===== config.mk =====
export PLATFORM = sky130hd
export DESIGN_NAME = iq_serial_output_framer
export DESIGN_NICKNAME = d
export VERILOG_FILES = /design/src/logic/iq_framer_pkg.sv /design/src/logic/iq_serial_output_framer.sv /design/src/logic/sample_fifo.sv
export SDC_FILE = /design/constraint.sdc
export NUM_CORES = 1
export LEC_CHECK = 0
export ABC_AREA = 0
export BUFFER_PORTS_ARGS = -buffer_cell sky130_fd_sc_hd__clkbuf_2
export CAP_MARGIN = 10
export CORE_MARGIN = 2
export CORE_UTILIZATION = 50
export CTS_BUF_LIST = sky130_fd_sc_hd__clkbuf_2
export DETAILED_ROUTE_END_ITERATION = 12
export PLACE_DENSITY = 0.66
export SYNTH_ARGS = -nofsm -noshare
export SYNTH_HDL_FRONTEND = slang
export SYNTH_HIERARCHICAL = 1
export SYNTH_SLANG_ARGS = --single-unit

===== constraint.sdc =====
create_clock -name clk -period 5.05 [get_ports clk]
set_clock_uncertainty 0.05 [all_clocks]
set_input_delay 0.2525 -clock clk [delete_from_list [all_inputs] [get_ports clk]]
set_output_delay 0.2525 -clock clk [all_outputs]
set_load 0.01 [all_outputs]

===== src/logic/iq_framer_pkg.sv =====
// Constants, register layout and state types for the I/Q serial output framer
package iq_framer_pkg;
    // Register addresses on the control port
    localparam logic [7:0] CTRL_ADDR = 8'h22;
    localparam logic [7:0] STATUS_ADDR = 8'h23;
    // Field positions in serial_output_control
    localparam int SPLIT_BIT = 7;
    localparam int MODE_HI = 6;
    localparam int MODE_LO = 5;
    localparam int LEN_BIT = 4;
    localparam int MASTER_BIT = 3;
    localparam int DIV_HI = 2;
    localparam int DIV_LO = 0;
    // Slave operation, 16-bit words, combined output after reset
    localparam logic [7:0] CTRL_RESET = 8'h00;
    // Frame sync generation modes
    localparam logic [1:0] FS_MODE_ONE = 2'b00;
    localparam logic [1:0] FS_MODE_PAIR = 2'b01;
    localparam logic [1:0] FS_MODE_WORD = 2'b10;
    localparam logic [1:0] FS_MODE_HOLD = 2'b11;
    // Word geometry
    localparam int WORD_W = 24;
    localparam logic [4:0] LEN_SHORT_M1 = 5'd15;
    localparam logic [4:0] LEN_LONG_M1 = 5'd23;
    localparam int FRAME_WORDS = 4;
    localparam int FIFO_DEPTH = 32;
    // Shortest serial clock period less one, in device clocks, used when the divider reads zero
    localparam logic [2:0] DIV_MIN_M1 = 3'd1;
    // Clock rates: device clock and the far party's serial clock ceiling
    localparam int CLK_HZ = 25000000;
    localparam int SCLK_MAX_HZ = 52000000;
    // Frame sequencer states
    typedef enum logic [1:0] {ST_IDLE, ST_LEAD, ST_SHIFT} frame_state_t;
endpackage : iq_framer_pkg


===== src/logic/iq_serial_output_framer.sv =====
// Serial I/Q output port: frame buffer, clock divider, frame sync modes and bit shifter
// Operation
// - Master drives clock and sync; slave takes both
// - Outputs change on rise; sync sampled on fall
// - I MSB first, through to Q LSB
// - Data outputs released outside own slot
// - Slave waits for sync, then drives I
// - Control bit 4 picks 16 or 24 bits
// - Bit 7 splits channels over two outputs
// - Bits 6 to 5 select sync mode
// - Split, mode 00/01: one common pulse
// - Split, mode 10: pulse before I and Q
// - Split, mode 11: sync held through words
// - Combined, mode 00: one pulse, four words
// - Combined, mode 01: pulse per channel pair
// - Combined, mode 10: pulse before every word
// - Combined, mode 11: sync held all four words
// - Master starts sync when buffer loaded
// - Serial clock is device clock over divider+1, zero acting as one
// - Data ready marks a frame waiting
// - Reset leaves the port in slave operation
`timescale 1ns/100ps
module iq_serial_output_framer (
    input wire logic clk,
    input wire logic sys_rst,
    input wire logic [7:0] reg_addr,
    input wire logic reg_wr_en,
    input wire logic [7:0] reg_wr_data,
    output logic [7:0] reg_rd_data,
    input wire logic [iq_framer_pkg::WORD_W-1:0] word_in_data,
    input wire logic word_in_valid,
    output logic word_in_ready,
    input wire logic serial_clock_in,
    output logic serial_clock_out,
    output logic serial_clock_oe,
    input wire logic frame_sync_in,
    output logic frame_sync_out,
    output logic frame_sync_oe,
    output logic serial_data_out_first,
    output logic serial_data_out_first_oe,
    output logic serial_data_out_second,
    output logic serial_data_out_second_oe,
    output logic data_ready_pin
);
    import iq_framer_pkg::*;

    logic [7:0] ctrl_r, ctrl_nxt, rd_data_r, rd_data_nxt;
    logic master, split, hold_mode;
    logic [1:0] fs_mode;
    logic [2:0] serial_clock_divider;
    logic [4:0] len_m1;
    logic [1:0] last_word;

    // Control register; reset value keeps the port a slave
    always_comb begin
        ctrl_nxt = ctrl_r;
        if (reg_wr_en && (reg_addr == CTRL_ADDR)) begin
            ctrl_nxt = reg_wr_data;
        end
    end

    always_ff @(posedge clk or posedge sys_rst) begin
        if (sys_rst) begin
            ctrl_r <= CTRL_RESET;
        end else begin
            ctrl_r <= ctrl_nxt;
        end
    end

    // Fields are read live; rewriting them mid-frame changes the frame in flight
    assign master = ctrl_r[MASTER_BIT];
    assign split = ctrl_r[SPLIT_BIT];
    assign fs_mode = ctrl_r[MODE_HI:MODE_LO];
    assign hold_mode = (fs_mode == FS_MODE_HOLD);
    assign serial_clock_divider = ctrl_r[DIV_HI:DIV_LO];
    assign len_m1 = ctrl_r[LEN_BIT] ? LEN_LONG_M1 : LEN_SHORT_M1;
    assign last_word = split ? 2'd1 : 2'd3;

    // Master clock divider and slave pin synchronisers
    logic [2:0] period_m1;
    logic [3:0] fall_cnt;
    logic [2:0] div_cnt_r, div_cnt_nxt;
    logic sclk_r, sclk_nxt;
    logic sclk_s1_r, sclk_s2_r, sclk_s3_r, sclk_lvl_r, sclk_lvl_nxt;
    logic fs_s1_r, fs_s2_r, fs_s3_r, fs_lvl_r, fs_lvl_nxt;
    logic rise_evt, fall_evt, fs_now;

    // A divider of zero cannot toggle a pin at the device rate, so it runs at half rate
    assign period_m1 = (serial_clock_divider == 3'd0) ? DIV_MIN_M1 : serial_clock_divider;
    assign fall_cnt = (({1'b0, period_m1} + 4'd1) >> 1) - 4'd1;
    // Slave edges count once the second and third stages agree
    assign sclk_lvl_nxt = (sclk_s2_r == sclk_s3_r) ? sclk_s2_r : sclk_lvl_r;
    assign fs_lvl_nxt = (fs_s2_r == fs_s3_r) ? fs_s2_r : fs_lvl_r;
    assign fs_now = fs_lvl_nxt;
    assign rise_evt = master ? (div_cnt_r == period_m1) : (sclk_lvl_nxt && !sclk_lvl_r);
    assign fall_evt = master ? (div_cnt_r == fall_cnt[2:0]) : (!sclk_lvl_nxt && sclk_lvl_r);

    always_comb begin
        div_cnt_nxt = 3'd0;
        sclk_nxt = 1'b0;
        if (master) begin
            div_cnt_nxt = (div_cnt_r == period_m1) ? 3'd0 : div_cnt_r + 3'd1;
            sclk_nxt = rise_evt ? 1'b1 : (fall_evt ? 1'b0 : sclk_r);
        end
    end

    always_ff @(posedge clk or posedge sys_rst) begin
        if (sys_rst) begin
            div_cnt_r <= 3'd0;
            sclk_r <= 1'b0;
            sclk_s1_r <= 1'b0;
            sclk_s2_r <= 1'b0;
            sclk_s3_r <= 1'b0;
            sclk_lvl_r <= 1'b0;
            fs_s1_r <= 1'b0;
            fs_s2_r <= 1'b0;
            fs_s3_r <= 1'b0;
            fs_lvl_r <= 1'b0;
        end else begin
            div_cnt_r <= div_cnt_nxt;
            sclk_r <= sclk_nxt;
            sclk_s1_r <= serial_clock_in;
            sclk_s2_r <= sclk_s1_r;
            sclk_s3_r <= sclk_s2_r;
            sclk_lvl_r <= sclk_lvl_nxt;
            fs_s1_r <= frame_sync_in;
            fs_s2_r <= fs_s1_r;
            fs_s3_r <= fs_s2_r;
            fs_lvl_r <= fs_lvl_nxt;
        end
    end

    assign serial_clock_out = sclk_r;
    assign serial_clock_oe = master;
    assign frame_sync_oe = master;

    // Frame buffer filled from the FIFO, AI, AQ, BI, BQ in that order
    logic [WORD_W-1:0] fifo_data;
    logic fifo_valid, fifo_ready;
    logic [WORD_W-1:0] buf_r [0:FRAME_WORDS-1];
    logic [WORD_W-1:0] buf_nxt [0:FRAME_WORDS-1];
    logic [1:0] load_idx_r, load_idx_nxt;
    logic buf_full_r, buf_full_nxt;
    frame_state_t st_r, st_nxt;
    logic frame_done;

    sample_fifo #(
        .WIDTH(WORD_W),
        .DEPTH(FIFO_DEPTH)
    ) u_fifo (
        .clk(clk),
        .sys_rst(sys_rst),
        .in_data(word_in_data),
        .in_valid(word_in_valid),
        .in_ready(word_in_ready),
        .out_data(fifo_data),
        .out_valid(fifo_valid),
        .out_ready(fifo_ready)
    );

    // no loading while a frame is out
    assign fifo_ready = !buf_full_r && (st_r == ST_IDLE);
    assign data_ready_pin = buf_full_r && (st_r == ST_IDLE);

    always_comb begin
        buf_nxt = buf_r;
        load_idx_nxt = load_idx_r;
        buf_full_nxt = buf_full_r;
        if (frame_done) begin
            buf_full_nxt = 1'b0;
        end else if (fifo_valid && fifo_ready) begin
            buf_nxt[load_idx_r] = fifo_data;
            load_idx_nxt = load_idx_r + 2'd1;
            buf_full_nxt = (load_idx_r == 2'd3);
        end
    end

    always_ff @(posedge clk or posedge sys_rst) begin
        if (sys_rst) begin
            for (int i = 0; i < FRAME_WORDS; i++) begin
                buf_r[i] <= '0;
            end
            load_idx_r <= 2'd0;
            buf_full_r <= 1'b0;
        end else begin
            buf_r <= buf_nxt;
            load_idx_r <= load_idx_nxt;
            buf_full_r <= buf_full_nxt;
        end
    end

    // Which words get a one-clock sync pulse ahead of them
    function automatic logic pulse_before(input logic [1:0] w, input logic sp, input logic [1:0] m);
        logic r;
        r = (w == 2'd0);
        if (sp) begin
            if (m == FS_MODE_WORD) r = (w <= 2'd1);
        end else begin
            if (m == FS_MODE_PAIR) r = (w == 2'd0) || (w == 2'd2);
            if (m == FS_MODE_WORD) r = 1'b1;
        end
        return r;
    endfunction : pulse_before

    // Frame sequencer and bit shifter
    logic [4:0] bit_r, bit_nxt, pick;
    logic [1:0] word_r, word_nxt, w_sel;
    logic [4:0] b_sel;
    logic data0_r, data0_nxt, data1_r, data1_nxt, oe0_r, oe0_nxt, oe1_r, oe1_nxt;
    logic fs_r, fs_nxt, armed_r, armed_nxt, load_bit;

    assign frame_done = rise_evt && (st_r == ST_SHIFT) && (bit_r == len_m1) && (word_r == last_word);

    always_comb begin
        st_nxt = st_r;
        bit_nxt = bit_r;
        word_nxt = word_r;
        data0_nxt = data0_r;
        data1_nxt = data1_r;
        oe0_nxt = oe0_r;
        oe1_nxt = oe1_r;
        fs_nxt = fs_r;
        armed_nxt = armed_r;
        load_bit = 1'b0;
        w_sel = 2'd0;
        b_sel = 5'd0;
        pick = 5'd0;
        // slave sync sampled on falling edge
        if (!master && fall_evt && (st_r == ST_IDLE)) begin
            armed_nxt = fs_now;
        end
        if (master) begin
            armed_nxt = 1'b0;
        end
        // everything moves on the rising edge
        if (rise_evt) begin
            case (st_r)
                ST_IDLE: begin
                    if (master && buf_full_r) begin
                        st_nxt = ST_LEAD;
                        fs_nxt = 1'b1;
                    end else if (!master && armed_r) begin
                        st_nxt = ST_SHIFT;
                        armed_nxt = 1'b0;
                        load_bit = 1'b1;
                    end
                end
                ST_LEAD: begin
                    st_nxt = ST_SHIFT;
                    load_bit = 1'b1;
                end
                ST_SHIFT: begin
                    if (frame_done) begin
                        st_nxt = ST_IDLE;
                        oe0_nxt = 1'b0;
                        oe1_nxt = 1'b0;
                        data0_nxt = 1'b0;
                        data1_nxt = 1'b0;
                        fs_nxt = 1'b0;
                    end else begin
                        load_bit = 1'b1;
                        w_sel = (bit_r == len_m1) ? word_r + 2'd1 : word_r;
                        b_sel = (bit_r == len_m1) ? 5'd0 : bit_r + 5'd1;
                    end
                end
                default: begin
                    st_nxt = ST_IDLE;
                end
            endcase
        end
        if (load_bit) begin
            bit_nxt = b_sel;
            word_nxt = w_sel;
            pick = len_m1 - b_sel;
            data0_nxt = buf_r[w_sel][pick];
            data1_nxt = buf_r[w_sel + 2'd2][pick];
            oe0_nxt = 1'b1;
            oe1_nxt = split;
            // single leading pulse is the default word-0 case
            fs_nxt = master && (hold_mode || ((b_sel == len_m1) && (w_sel != last_word)
                     && pulse_before(w_sel + 2'd1, split, fs_mode)));
            if (master && hold_mode) fs_nxt = 1'b1;
        end
    end

    always_ff @(posedge clk or posedge sys_rst) begin
        if (sys_rst) begin
            st_r <= ST_IDLE;
            bit_r <= 5'd0;
            word_r <= 2'd0;
            data0_r <= 1'b0;
            data1_r <= 1'b0;
            oe0_r <= 1'b0;
            oe1_r <= 1'b0;
            fs_r <= 1'b0;
            armed_r <= 1'b0;
        end else begin
            st_r <= st_nxt;
            bit_r <= bit_nxt;
            word_r <= word_nxt;
            data0_r <= data0_nxt;
            data1_r <= data1_nxt;
            oe0_r <= oe0_nxt;
            oe1_r <= oe1_nxt;
            fs_r <= fs_nxt;
            armed_r <= armed_nxt;
        end
    end

    assign frame_sync_out = fs_r;
    assign serial_data_out_first = data0_r;
    assign serial_data_out_first_oe = oe0_r;
    assign serial_data_out_second = data1_r;
    assign serial_data_out_second_oe = oe1_r;

    // Read port: registered, unmapped addresses read zero
    always_comb begin
        rd_data_nxt = 8'h00;
        if (reg_addr == CTRL_ADDR) begin
            rd_data_nxt = ctrl_r;
        end else if (reg_addr == STATUS_ADDR) begin
            rd_data_nxt = {5'h00, fifo_valid, buf_full_r, (st_r != ST_IDLE)};
        end
    end

    always_ff @(posedge clk or posedge sys_rst) begin
        if (sys_rst) begin
            rd_data_r <= 8'h00;
        end else begin
            rd_data_r <= rd_data_nxt;
        end
    end
    assign reg_rd_data = rd_data_r;
endmodule : iq_serial_output_framer


===== src/logic/sample_fifo.sv =====
// Word FIFO with a registered head stage, valid/ready on both sides
`timescale 1ns/100ps
module sample_fifo #(
    parameter int WIDTH = 24,
    parameter int DEPTH = 32
) (
    input wire logic clk,
    input wire logic sys_rst,
    input wire logic [WIDTH-1:0] in_data,
    input wire logic in_valid,
    output logic in_ready,
    output logic [WIDTH-1:0] out_data,
    output logic out_valid,
    input wire logic out_ready
);
    localparam int AW = $clog2(DEPTH);
    localparam logic [AW:0] FULL_COUNT = (AW+1)'(DEPTH);

    logic [WIDTH-1:0] mem [0:DEPTH-1];
    logic [AW-1:0] wr_ptr_r, wr_ptr_nxt, rd_ptr_r, rd_ptr_nxt;
    logic [AW:0] count_r, count_nxt;
    logic [WIDTH-1:0] head_r, head_nxt;
    logic head_vld_r, head_vld_nxt;
    logic push, refill;

    // Back-pressure: refuse words once the array is full
    assign in_ready = (count_r != FULL_COUNT);
    assign push = in_valid && in_ready;
    // Head stage refills when empty or being drained
    assign refill = (count_r != '0) && (!head_vld_r || out_ready);
    assign out_data = head_r;
    assign out_valid = head_vld_r;

    // Pointer, count and head next values; pointers wrap, so DEPTH must be a power of two
    always_comb begin
        wr_ptr_nxt = push ? wr_ptr_r + 1'b1 : wr_ptr_r;
        rd_ptr_nxt = refill ? rd_ptr_r + 1'b1 : rd_ptr_r;
        count_nxt = count_r + {{AW{1'b0}}, push} - {{AW{1'b0}}, refill};
        head_nxt = head_r;
        head_vld_nxt = head_vld_r;
        if (refill) begin
            head_nxt = mem[rd_ptr_r];
            head_vld_nxt = 1'b1;
        end else if (out_ready) begin
            head_vld_nxt = 1'b0;
        end
    end

    always_ff @(posedge clk or posedge sys_rst) begin
        if (sys_rst) begin
            wr_ptr_r <= '0;
            rd_ptr_r <= '0;
            count_r <= '0;
            head_r <= '0;
            head_vld_r <= 1'b0;
        end else begin
            wr_ptr_r <= wr_ptr_nxt;
            rd_ptr_r <= rd_ptr_nxt;
            count_r <= count_nxt;
            head_r <= head_nxt;
            head_vld_r <= head_vld_nxt;
        end
    end

    // Storage array carries no reset; only the count says what is valid
    always_ff @(posedge clk) begin
        if (push) begin
            mem[wr_ptr_r] <= in_data;
        end
    end
endmodule : sample_fifo


After elaboration in Yosys (flattened, before gate mapping)
Memory sizes are Yosys's and may differ from the RTL's. A register that Yosys moved wholly into a read port is not among the register bits.
Index checks and enable logic that the tools add are counted.
{"block": "classes", "addsub": 13, "multipliers": 0, "n_div": 0, "magnitude_cmp": 6, "n_eq_ne": 23, "n_shift": 0, "muxes": 73, "bitwise": 4, "reduce_logical": 43}
{"op": "2-to-1 mux 24 bit", "count": 5}
{"op": "binary-select mux 24 bit (select 2 bit)", "count": 2}
{"op": "bitwise mux 96 bit", "count": 1}
{"op": "demux 24 bit (select 2 bit)", "count": 1}
{"op": "2-to-1 mux 1 bit", "count": 41}
{"op": "2-to-1 mux 5 bit", "count": 5}
{"op": "logical AND 1 bit", "count": 20}
{"op": "equality test 8 x 6 -> 1 bit (second input constant)", "count": 2}
{"op": "2-to-1 mux 2 bit", "count": 8}
{"op": "adder 5 x 1 -> 5 bit (second input constant)", "count": 3}
{"op": "2-to-1 mux 3 bit", "count": 4}
{"op": "nonzero test 2 bit", "count": 6}
{"op": "binary-select mux 1 bit (select 5 bit)", "count": 2}
{"op": "equality test 2 bit (second input constant)", "count": 5}
{"op": "equality test 5 bit", "count": 2}
{"op": "greater-or-equal comparator 3 bit (second input constant)", "count": 3}
{"op": "NOT 2 -> 3 bit", "count": 3}
{"op": "2-to-1 mux 8 bit", "count": 1}
{"op": "adder 2 x 1 -> 2 bit (second input constant)", "count": 3}
{"op": "adder 6 x 1 -> 6 bit", "count": 1}
{"op": "equality test 3 bit", "count": 2}
{"op": "< comparator 5 x 6 -> 1 bit (second input constant)", "count": 1}
{"op": "inequality test 3 x 1 -> 1 bit (second input constant)", "count": 2}
{"op": "inequality test 6 bit (second input constant)", "count": 1}
{"op": "other kinds (28)", "count": 38}
{"block": "word_totals", "ff_bits": 159, "latch_bits": 0, "ramBits": 768, "rom_bits": 0, "in_bits": 46, "out_inout_bits": 18, "wordCells": 194, "n_memories": 1}
{"name": "u_fifo.mem", "depth": 32, "word_bits": 24, "read_ports": 1, "rd_clocked_by_memory_dff": 1, "wr": 1, "line_no": "sample_fifo.sv:19", "rtl": "logic [WIDTH-1:0] mem [0:DEPTH-1];"}

Depth between registers and ports, before layout
Gate-level depths: netlist (run 1).
{"block": "logic_depth", "depth_word": 22, "mapped_depth": 17, "mapped_depth_nobuf": 14}

Cells and area by module
The synthesis (run 1) kept the hierarchy.
{"mod": "sample_fifo", "n_inst": 1, "cells_per_inst": 1551, "area_each_um2": 31176.2}
{"mod": "iq_serial_output_framer", "n_inst": 1, "cells_per_inst": 655, "area_each_um2": 7288.2}

Worst setup path before layout (run 1)
No wires, ideal clock.
{"block": "synth_timing", "path_type": "register to register", "from": "reg ctrl_r[4]", "to": "reg data0_r (netlist: serial_data_out_first)", "arrival_ns": 3.107, "t_required_ns": 4.871, "slack_ns": 1.764, "stages_incl_launch_ff": 12, "period_less_slack_ns": 3.286, "path_cell_list": "dfrtp_1 buf_2 or3b_4 a21oi_4 xor2_2 buf_2 mux2i_1 a211oi_1 mux4_2 and4b_1 a211o_1 a2111o_1"}
{"block": "synth_via", "elab_chain_len": 14, "elab_cells_between_ends": 27}
{"element": "start: declaration", "line_no": "iq_serial_output_framer.sv:47", "rtl": "logic [7:0] ctrl_r, ctrl_nxt, rd_data_r, rd_data_nxt;"}
{"element": "start signal: assignment", "line_no": "iq_serial_output_framer.sv:66", "rtl": "ctrl_r <= ctrl_nxt;"}
{"element": "2-to-1 mux 5 bit *", "line_no": "iq_serial_output_framer.sv:76", "rtl": "assign len_m1 = ctrl_r[LEN_BIT] ? LEN_LONG_M1 : LEN_SHORT_M1;"}
{"element": "branches (longest 13 deep; another with subtractor 5 bit)"}
{"element": "end signal: assignment", "line_no": "iq_serial_output_framer.sv:301", "rtl": "data0_r <= data0_nxt;"}
{"element": "end: declaration", "line_no": "iq_serial_output_framer.sv:209", "rtl": "logic data0_r, data0_nxt, data1_r, data1_nxt, oe0_r, oe0_nxt, oe1_r, oe1_nxt;"}
Mark *: on every way between the ends. The select of a mux whose other input is x is not followed.
A chain may end at the register's enable or synchronous reset.

Final worst setup path (run 1)
{"block": "layout_timing", "from": "reg ctrl_r[2]", "to": "reg data0_r (netlist: serial_data_out_first)"}
{"block": "layout_via", "elab_chain_len": 17, "elab_cells_between_ends": 28}
{"element": "zero test 3 bit", "line_no": "iq_serial_output_framer.sv:89", "rtl": "assign period_m1 = (serial_clock_divider == 3'd0) ? DIV_MIN_M1 : serial_clock_divider;"}
{"element": "2-to-1 mux 3 bit *", "line_no": "iq_serial_output_framer.sv:89"}
{"element": "equality test 3 bit *", "line_no": "iq_serial_output_framer.sv:95", "rtl": "assign rise_evt = master ? (div_cnt_r == period_m1) : (sclk_lvl_nxt && !sclk_lvl_r);"}
{"element": "2-to-1 mux 1 bit *", "line_no": "iq_serial_output_framer.sv:95"}
{"element": "branches (longest 13 deep; another with subtractor 5 bit)"}
Marks and branches as above.

==> impl_metrics.ini, run 1 <==
[critical_path]
worst_path_dominant_cell_family = compound AO/OA/AOI/OAI gates
arrival_ns = 5.62
cp-start-kind = register
ff2ff_path_depth = 11
reg2reg_from = ctrl_r[2]
path_buf_inv = 1
crit_path_end_kind = register
rrSetupSlack_ns = 0.77
critPathMaxFanout = 26
cp_slowest_cell = o21ai_2
reg2reg_to = serial_data_out_first
path_cells = and4bb_2, a22oi_2, a21boi_1, o21ai_2, clkinv_4, mux2i_1, nand2_1, mux4_2, and4b_1, a211o_1, a2111o_1
worstSetupPathType = register to register
cpPeakStageDelay_ns = 0.77
worstPathRequired_ns = 6.39

[timing]
setup_viol = 0
rsz0062_at_grt = no
fin_crit_ns = 4.278
slew_violations = 0
finalCritPeriodShare_pct = 84.71
finalHoldViolations = 0
fin_setup_tns_ns = 0
worst_slew_pin_slew_ns = 1.223
max_freq_mhz = 233.8
timing.slew.headroom_pct = 18.21

[outcome]
status = finished, final reports clean

[layout]
final_core_util_pct = 56.96
areaGrowthSynthToFinish_pct = 12.65
layout-drive-gt1-share_pct = 28.87
finalNetCount = 2611

[synthesis]
synth_async_sr_flop_share_pct = 19.24
seq_area_frac_synth_pct = 71.86
syn-num-nets = 2276
synthTopCellsByArea = edfxtp_1, dfrtp_1, mux4_2, mux2i_1, mux2_2
synth_edf_count = 768
syn_inst = 2206
synth_area_sq_um = 38460
synth_top_area_cell = edfxtp_1
synth_area_per_cell_sq_um = 17.44
yosys_register_bits = 951
synth_most_common_cell = edfxtp_1
ys_warn_count = 6
synth_fa_ha_area_share_pct = 0.8262
ys.flop_type = edfxtp_1
synth-xor-area-share_pct = 0.6571
yosys.area_share.simple_pct = 4.047
synth_compound_area_share_pct = 5.868
synth_cell_types = 83
synth_common_cells = edfxtp_1, dfrtp_1, mux2i_1
muxShareOfSynthArea_pct = 14.70
synth_top_area_share_pct = 59.96
synth_top_family_by_area = multiplexers

[clock_network]
cts_sinks = 951
cts_htree_levels = 4
numCtsBuffers = 228
cts_setup_buffers = 0
cts_tree = done
clk_pin_slew_ns = 0.10
clock-root-buffer = clkbuf_2
clockBufferDepth = 3
worstSkewPairLatency_ns = 1.49

[drt]
drc = 0
antenna_left = 0
routed_wl_um = 97410
drt_first_pass_iters = 5
route.vias.total = 22240
vias_per_cell = 5.891
drt_iter0_drc = 2006
wl_per_cell_um = 25.80

[floorplanning]
die_w_um = 281.4
start_util_pct = 50.56
die-area_sq_um = 79160
placementRows = 101
io_pins = 64
coreArea_sq_um = 76080
die_y_um = 281.4

[global_routing]
globalRouteOverflowTotal = 0
grt_pass1_wl_um = 145400
use_met3_pct = 5.345
grtUsageTotal_pct = 25.15
antenna_found_initial = 3
use_met2_pct = 40.98
use_met1_pct = 33.72
top_usage_layer = met2
grt_max_degree = 110
grt_pass1_vias = 23210

[power_and_ir_drop]
power.leakage_nw = 15.76
peakVddDrop_v = 0.0003623
powerDensity_nw_per_um2 = 488.7

[placement]
globalplace.congestion = 0.8473
portBuffers = 63
dp_hpwl_um = 56290

[job]
maxCapViolations = 0

[min_path]
hp-class = input pin to async pin
## where the power goes
| part | switching [W] | total [W] | internal (W) |
|---|---|---|---|
| clock network | 0.00310 | 0.00498 | 0.00188 |
| logic | 0.00327 | 0.00586 | 0.00259 |
| registers | 0.000880 | 0.0103 | 0.00946 |
| total | 0.00724 | 0.0212 | 0.0139 |
## registers in the layout, summed over array words and instances, names as in the netlist, 2 cells and up
signal           cells
buf_r               96
div_cnt_r            3
ctrl_r               8
u_fifo/wr_ptr_r      5
reg_rd_data          8
bit_r                5
word_r               2
load_idx_r           2
u_fifo/count_r       6
u_fifo/mem         768
u_fifo/out_data     24
st_r                 2
u_fifo/rd_ptr_r      5
## stage by stage
step,total power (W),std cells,hold slack (ns),instance area (sq um),setup slack [ns]
5_1_grt,0.02224,3775,0.1450,43330,0.4906
4_1_cts,0.02132,3770,0.004645,43310,0.8255
3_5_place_dp,0.01631,3244,0.2978,40190,0.8298
3_3_place_gp,0.01615,3244,0.2912,40190,0.9311
6_report,0.02117,3776,0.1294,43330,0.7720
2_1_floorplan,0.01437,2206,0.2339,38460,0.9379
## routing by layer
metal / wire [um] / part of all wire (%)
met3: 6831 / 7.0
met5: 11 / 0.011
met2: 47680 / 49
met4: 2613 / 2.7
met1: 40270 / 41
## placed cells by master (no fill, tap or decap), drive strengths merged, types with 4 or more instances in the layout
cell type and n:
a21o 31, buf 71, nand3 21, and3 9, a311oi 9, and2 11, diode 6, mux4 123
nor2 96, nand4 6, inv 34, xor2 10, nor2b 8, o22ai 72, dfrtp 183, edfxtp 768
o211ai 7, dlygate4sd3 94, xnor2 18, or2 5, nand2 135, ha 23, nand3b 5, a2111oi 7
nor3 17, a31oi 9, a21oi 38, mux2 114, mux2i 160, nand2b 4, o31ai 6, clkbuf 396
clkinv 87, a211oi 59, o21ai 28, a221oi 27
## worst max-delay path by stage
stage | from | end | slack (ns) | depth (start not counted)
final | ctrl_r[2] | serial_data_out_first | 0.77 | 11
after CTS | ctrl_r[2] | serial_data_out_first | 0.83 | 11
after detailed placement | ctrl_r[2] | serial_data_out_first | 0.83 | 11
after global placement | ctrl_r[2] | serial_data_out_first | 0.93 | 11
after floorplan | sys_rst | armed_r | 0.94 | 1
after global routing | ctrl_r[2] | serial_data_out_first | 0.49 | 11
## kinds of logic after synthesis
logic type      Yosys count
xor+xnor                 28
compound gates          317
fa+ha+maj                25
simple gates            338
buf+inv                 150
mux                     397
flops                   951
## timing repair
item                                   in CTS  in global routing
gates resized for setup                     0                  0
hold buffers                               97                  0
endpoints found under the hold margin    1255                  0
## cell type report
type,count,area [sq um]
inverters,27,111.4
diodes,6,15.01
repair buffers,228,1964
flip-flops and latches,951,27650
fillers,5999,32750
multi-input cells,1105,10170
clock buffers,333,1667
well taps,1030,1289
clock inverters,96,459.2
## worst reg2reg max path: stages, from the launching register on
cell      delay (ns)
dfrtp_1         0.51
and4bb_2        0.30
a22oi_2         0.22
a21boi_1        0.19
o21ai_2         0.77
clkinv_4        0.41
mux2i_1         0.36
nand2_1         0.09
mux4_2          0.47
and4b_1         0.19
a211o_1         0.26
a2111o_1        0.37
No activity file was read; power rests on OpenSTA's default activity.
==> inputs of run 2 (changes only) <==
clock period = 4.4 ns   (was 5.05 ns; I/O delays follow)
==> impl_metrics.ini, run 2 (synthesis results as in run 1) <==
[global_routing]
grt_max_degree = 104
grt_pass1_wl_um = 143900
grtUsageTotal_pct = 24.98
antenna_found_initial = 3
use_met2_pct = 39.29
globalRouteOverflowTotal = 0
grt_pass1_vias = 22980
use_met1_pct = 34.60
use_met3_pct = 5.328
top_usage_layer = met2

[clock_network]
cts_sinks = 951
cts_setup_buffers = 0
ctsResizeCount = 0
cts_tree = done
cts_htree_levels = 4
clock-root-buffer = clkbuf_2
worstSkewPairLatency_ns = 1.43
clk_pin_slew_ns = 0.11
holdBufCountCts = 103
clockBufferDepth = 3
numCtsBuffers = 227

[floorplanning]
placementRows = 101
die_y_um = 281.4
coreArea_sq_um = 76080
start_util_pct = 50.56
die-area_sq_um = 79160
io_pins = 64
die_w_um = 281.4

[timing]
worst_slew_pin_slew_ns = 1.202
max_freq_mhz = 272.5
rsz0062_at_grt = no
setup_viol = 0
timing.slew.headroom_pct = 19.59
finalHoldViolations = 0
finalCritPeriodShare_pct = 83.40
fin_setup_tns_ns = 0
fin_crit_ns = 3.670
slew_violations = 0

[layout]
largest_register = u_fifo/mem
layout-drive-gt1-share_pct = 30.13
fillers = 5937
finalNetCount = 2637
seqCellArea_sq_um = 27650
layout_commonest_cell = edfxtp_1
largest_register_ffs = 768
areaGrowthSynthToFinish_pct = 13.42
mostFrequentLayoutCells = edfxtp_1, clkbuf_2, dfrtp_1
multi_input_area_sq_um = 10160

[power_and_ir_drop]
powerDensity_nw_per_um2 = 558.9
power.leakage_nw = 15.97
peakVddDrop_v = 0.0003970
p_total_w = 0.02438

[drt]
routed_wl_um = 96310
wl_per_cell_um = 25.43
antenna_left = 0
vias_per_cell = 5.828
drt_first_pass_iters = 7
drt_iter0_drc = 2013
route.vias.total = 22080
drc = 0

[placement]
portBuffers = 63
dp_hpwl_um = 57320
globalplace.congestion = 0.8597

[critical_path]
worstSetupPathType = register to register
arrival_ns = 4.97
crit_path_end_kind = register
worstPathRequired_ns = 5.70
cp-start-kind = register
critPathMaxFanout = 6

[outcome]
status = finished, final reports clean

[min_path]
hp-class = input pin to register

[job]
maxCapViolations = 0
[run 2: area by class of cell]
| class | count | share of cell area (%) |
|---|---|---|
| antenna | 3 | 0.01721 |
| clock buffer | 353 | 4.050 |
| clock inverter | 64 | 0.7772 |
| inverter | 27 | 0.2552 |
| multi-input combinational | 1105 | 23.30 |
| sequential | 951 | 63.38 |
| tap | 1030 | 2.954 |
| timing repair buffer | 255 | 5.271 |
[run 2: path summary, 6_finish.rpt]
path | start | endpoint | slack (ns) | cells after the start
worst max-delay path | ctrl_r[0] | serial_data_out_first | 0.73 | 12
worst min-delay path | word_in_data[7] | u_fifo/mem[5][7] | 0.25 | 4
max in group asynchronous | sys_rst | buf_r[10] | 2.76 | 6
worst max register to register | ctrl_r[0] | serial_data_out_first | 0.73 | 12
worst min register to register | fs_s1_r | fs_s2_r | 0.32 | 0
min in group asynchronous | sys_rst | buf_r[91] | 0.60 | 5
[run 2: report_power, final]
| part | total, W | leakage (nW) | internal (W) | switching [W] |
|---|---|---|---|---|
| registers | 0.0119 | 9.10 | 0.0109 | 0.00101 |
| logic | 0.00681 | 5.24 | 0.00309 | 0.00372 |
| clock network | 0.00571 | 1.63 | 0.00227 | 0.00344 |
| total | 0.0244 | 16.0 | 0.0162 | 0.00817 |
[run 2: through the flow]
stage | util [%] | hold slack [ns] | instances | worst slack, ns | instance area [sq um]
5_1_grt | 57.35 | 0.1169 | 3788 | 0.4002 | 43630
6_report | 57.35 | 0.2509 | 3788 | 0.7302 | 43630
3_5_place_dp | 53.13 | 0.2867 | 3265 | 0.7473 | 40420
4_1_cts | 57.34 | 0.01486 | 3785 | 0.7244 | 43620
3_3_place_gp | 53.13 | 0.2861 | 3265 | 0.8264 | 40420
2_1_floorplan | - | 0.2014 | 2206 | 0.3204 | 38460
[run 2: layer usage]
layer | up-vias | routed length, um | share of wire, %
met5 | - | 13 | 0.013
met4 | 2 | 2858 | 3.0
met3 | 152 | 6534 | 6.8
met2 | 885 | 45900 | 48
met1 | 11380 | 41010 | 43
li1 | 9654 | - | -
[run 2: worst max-delay path, stage by stage, from the launching register on]
cell	delay, ns
dfrtp_1	0.46
xnor2_1	0.26
nand4_1	0.23
a21boi_1	0.41
nor2_1	0.19
or2_2	0.34
nor2_1	0.16
ha_1	0.18
xnor2_1	0.19
or2_2	0.22
and4b_1	0.21
a211o_1	0.27
a2111o_1	0.39
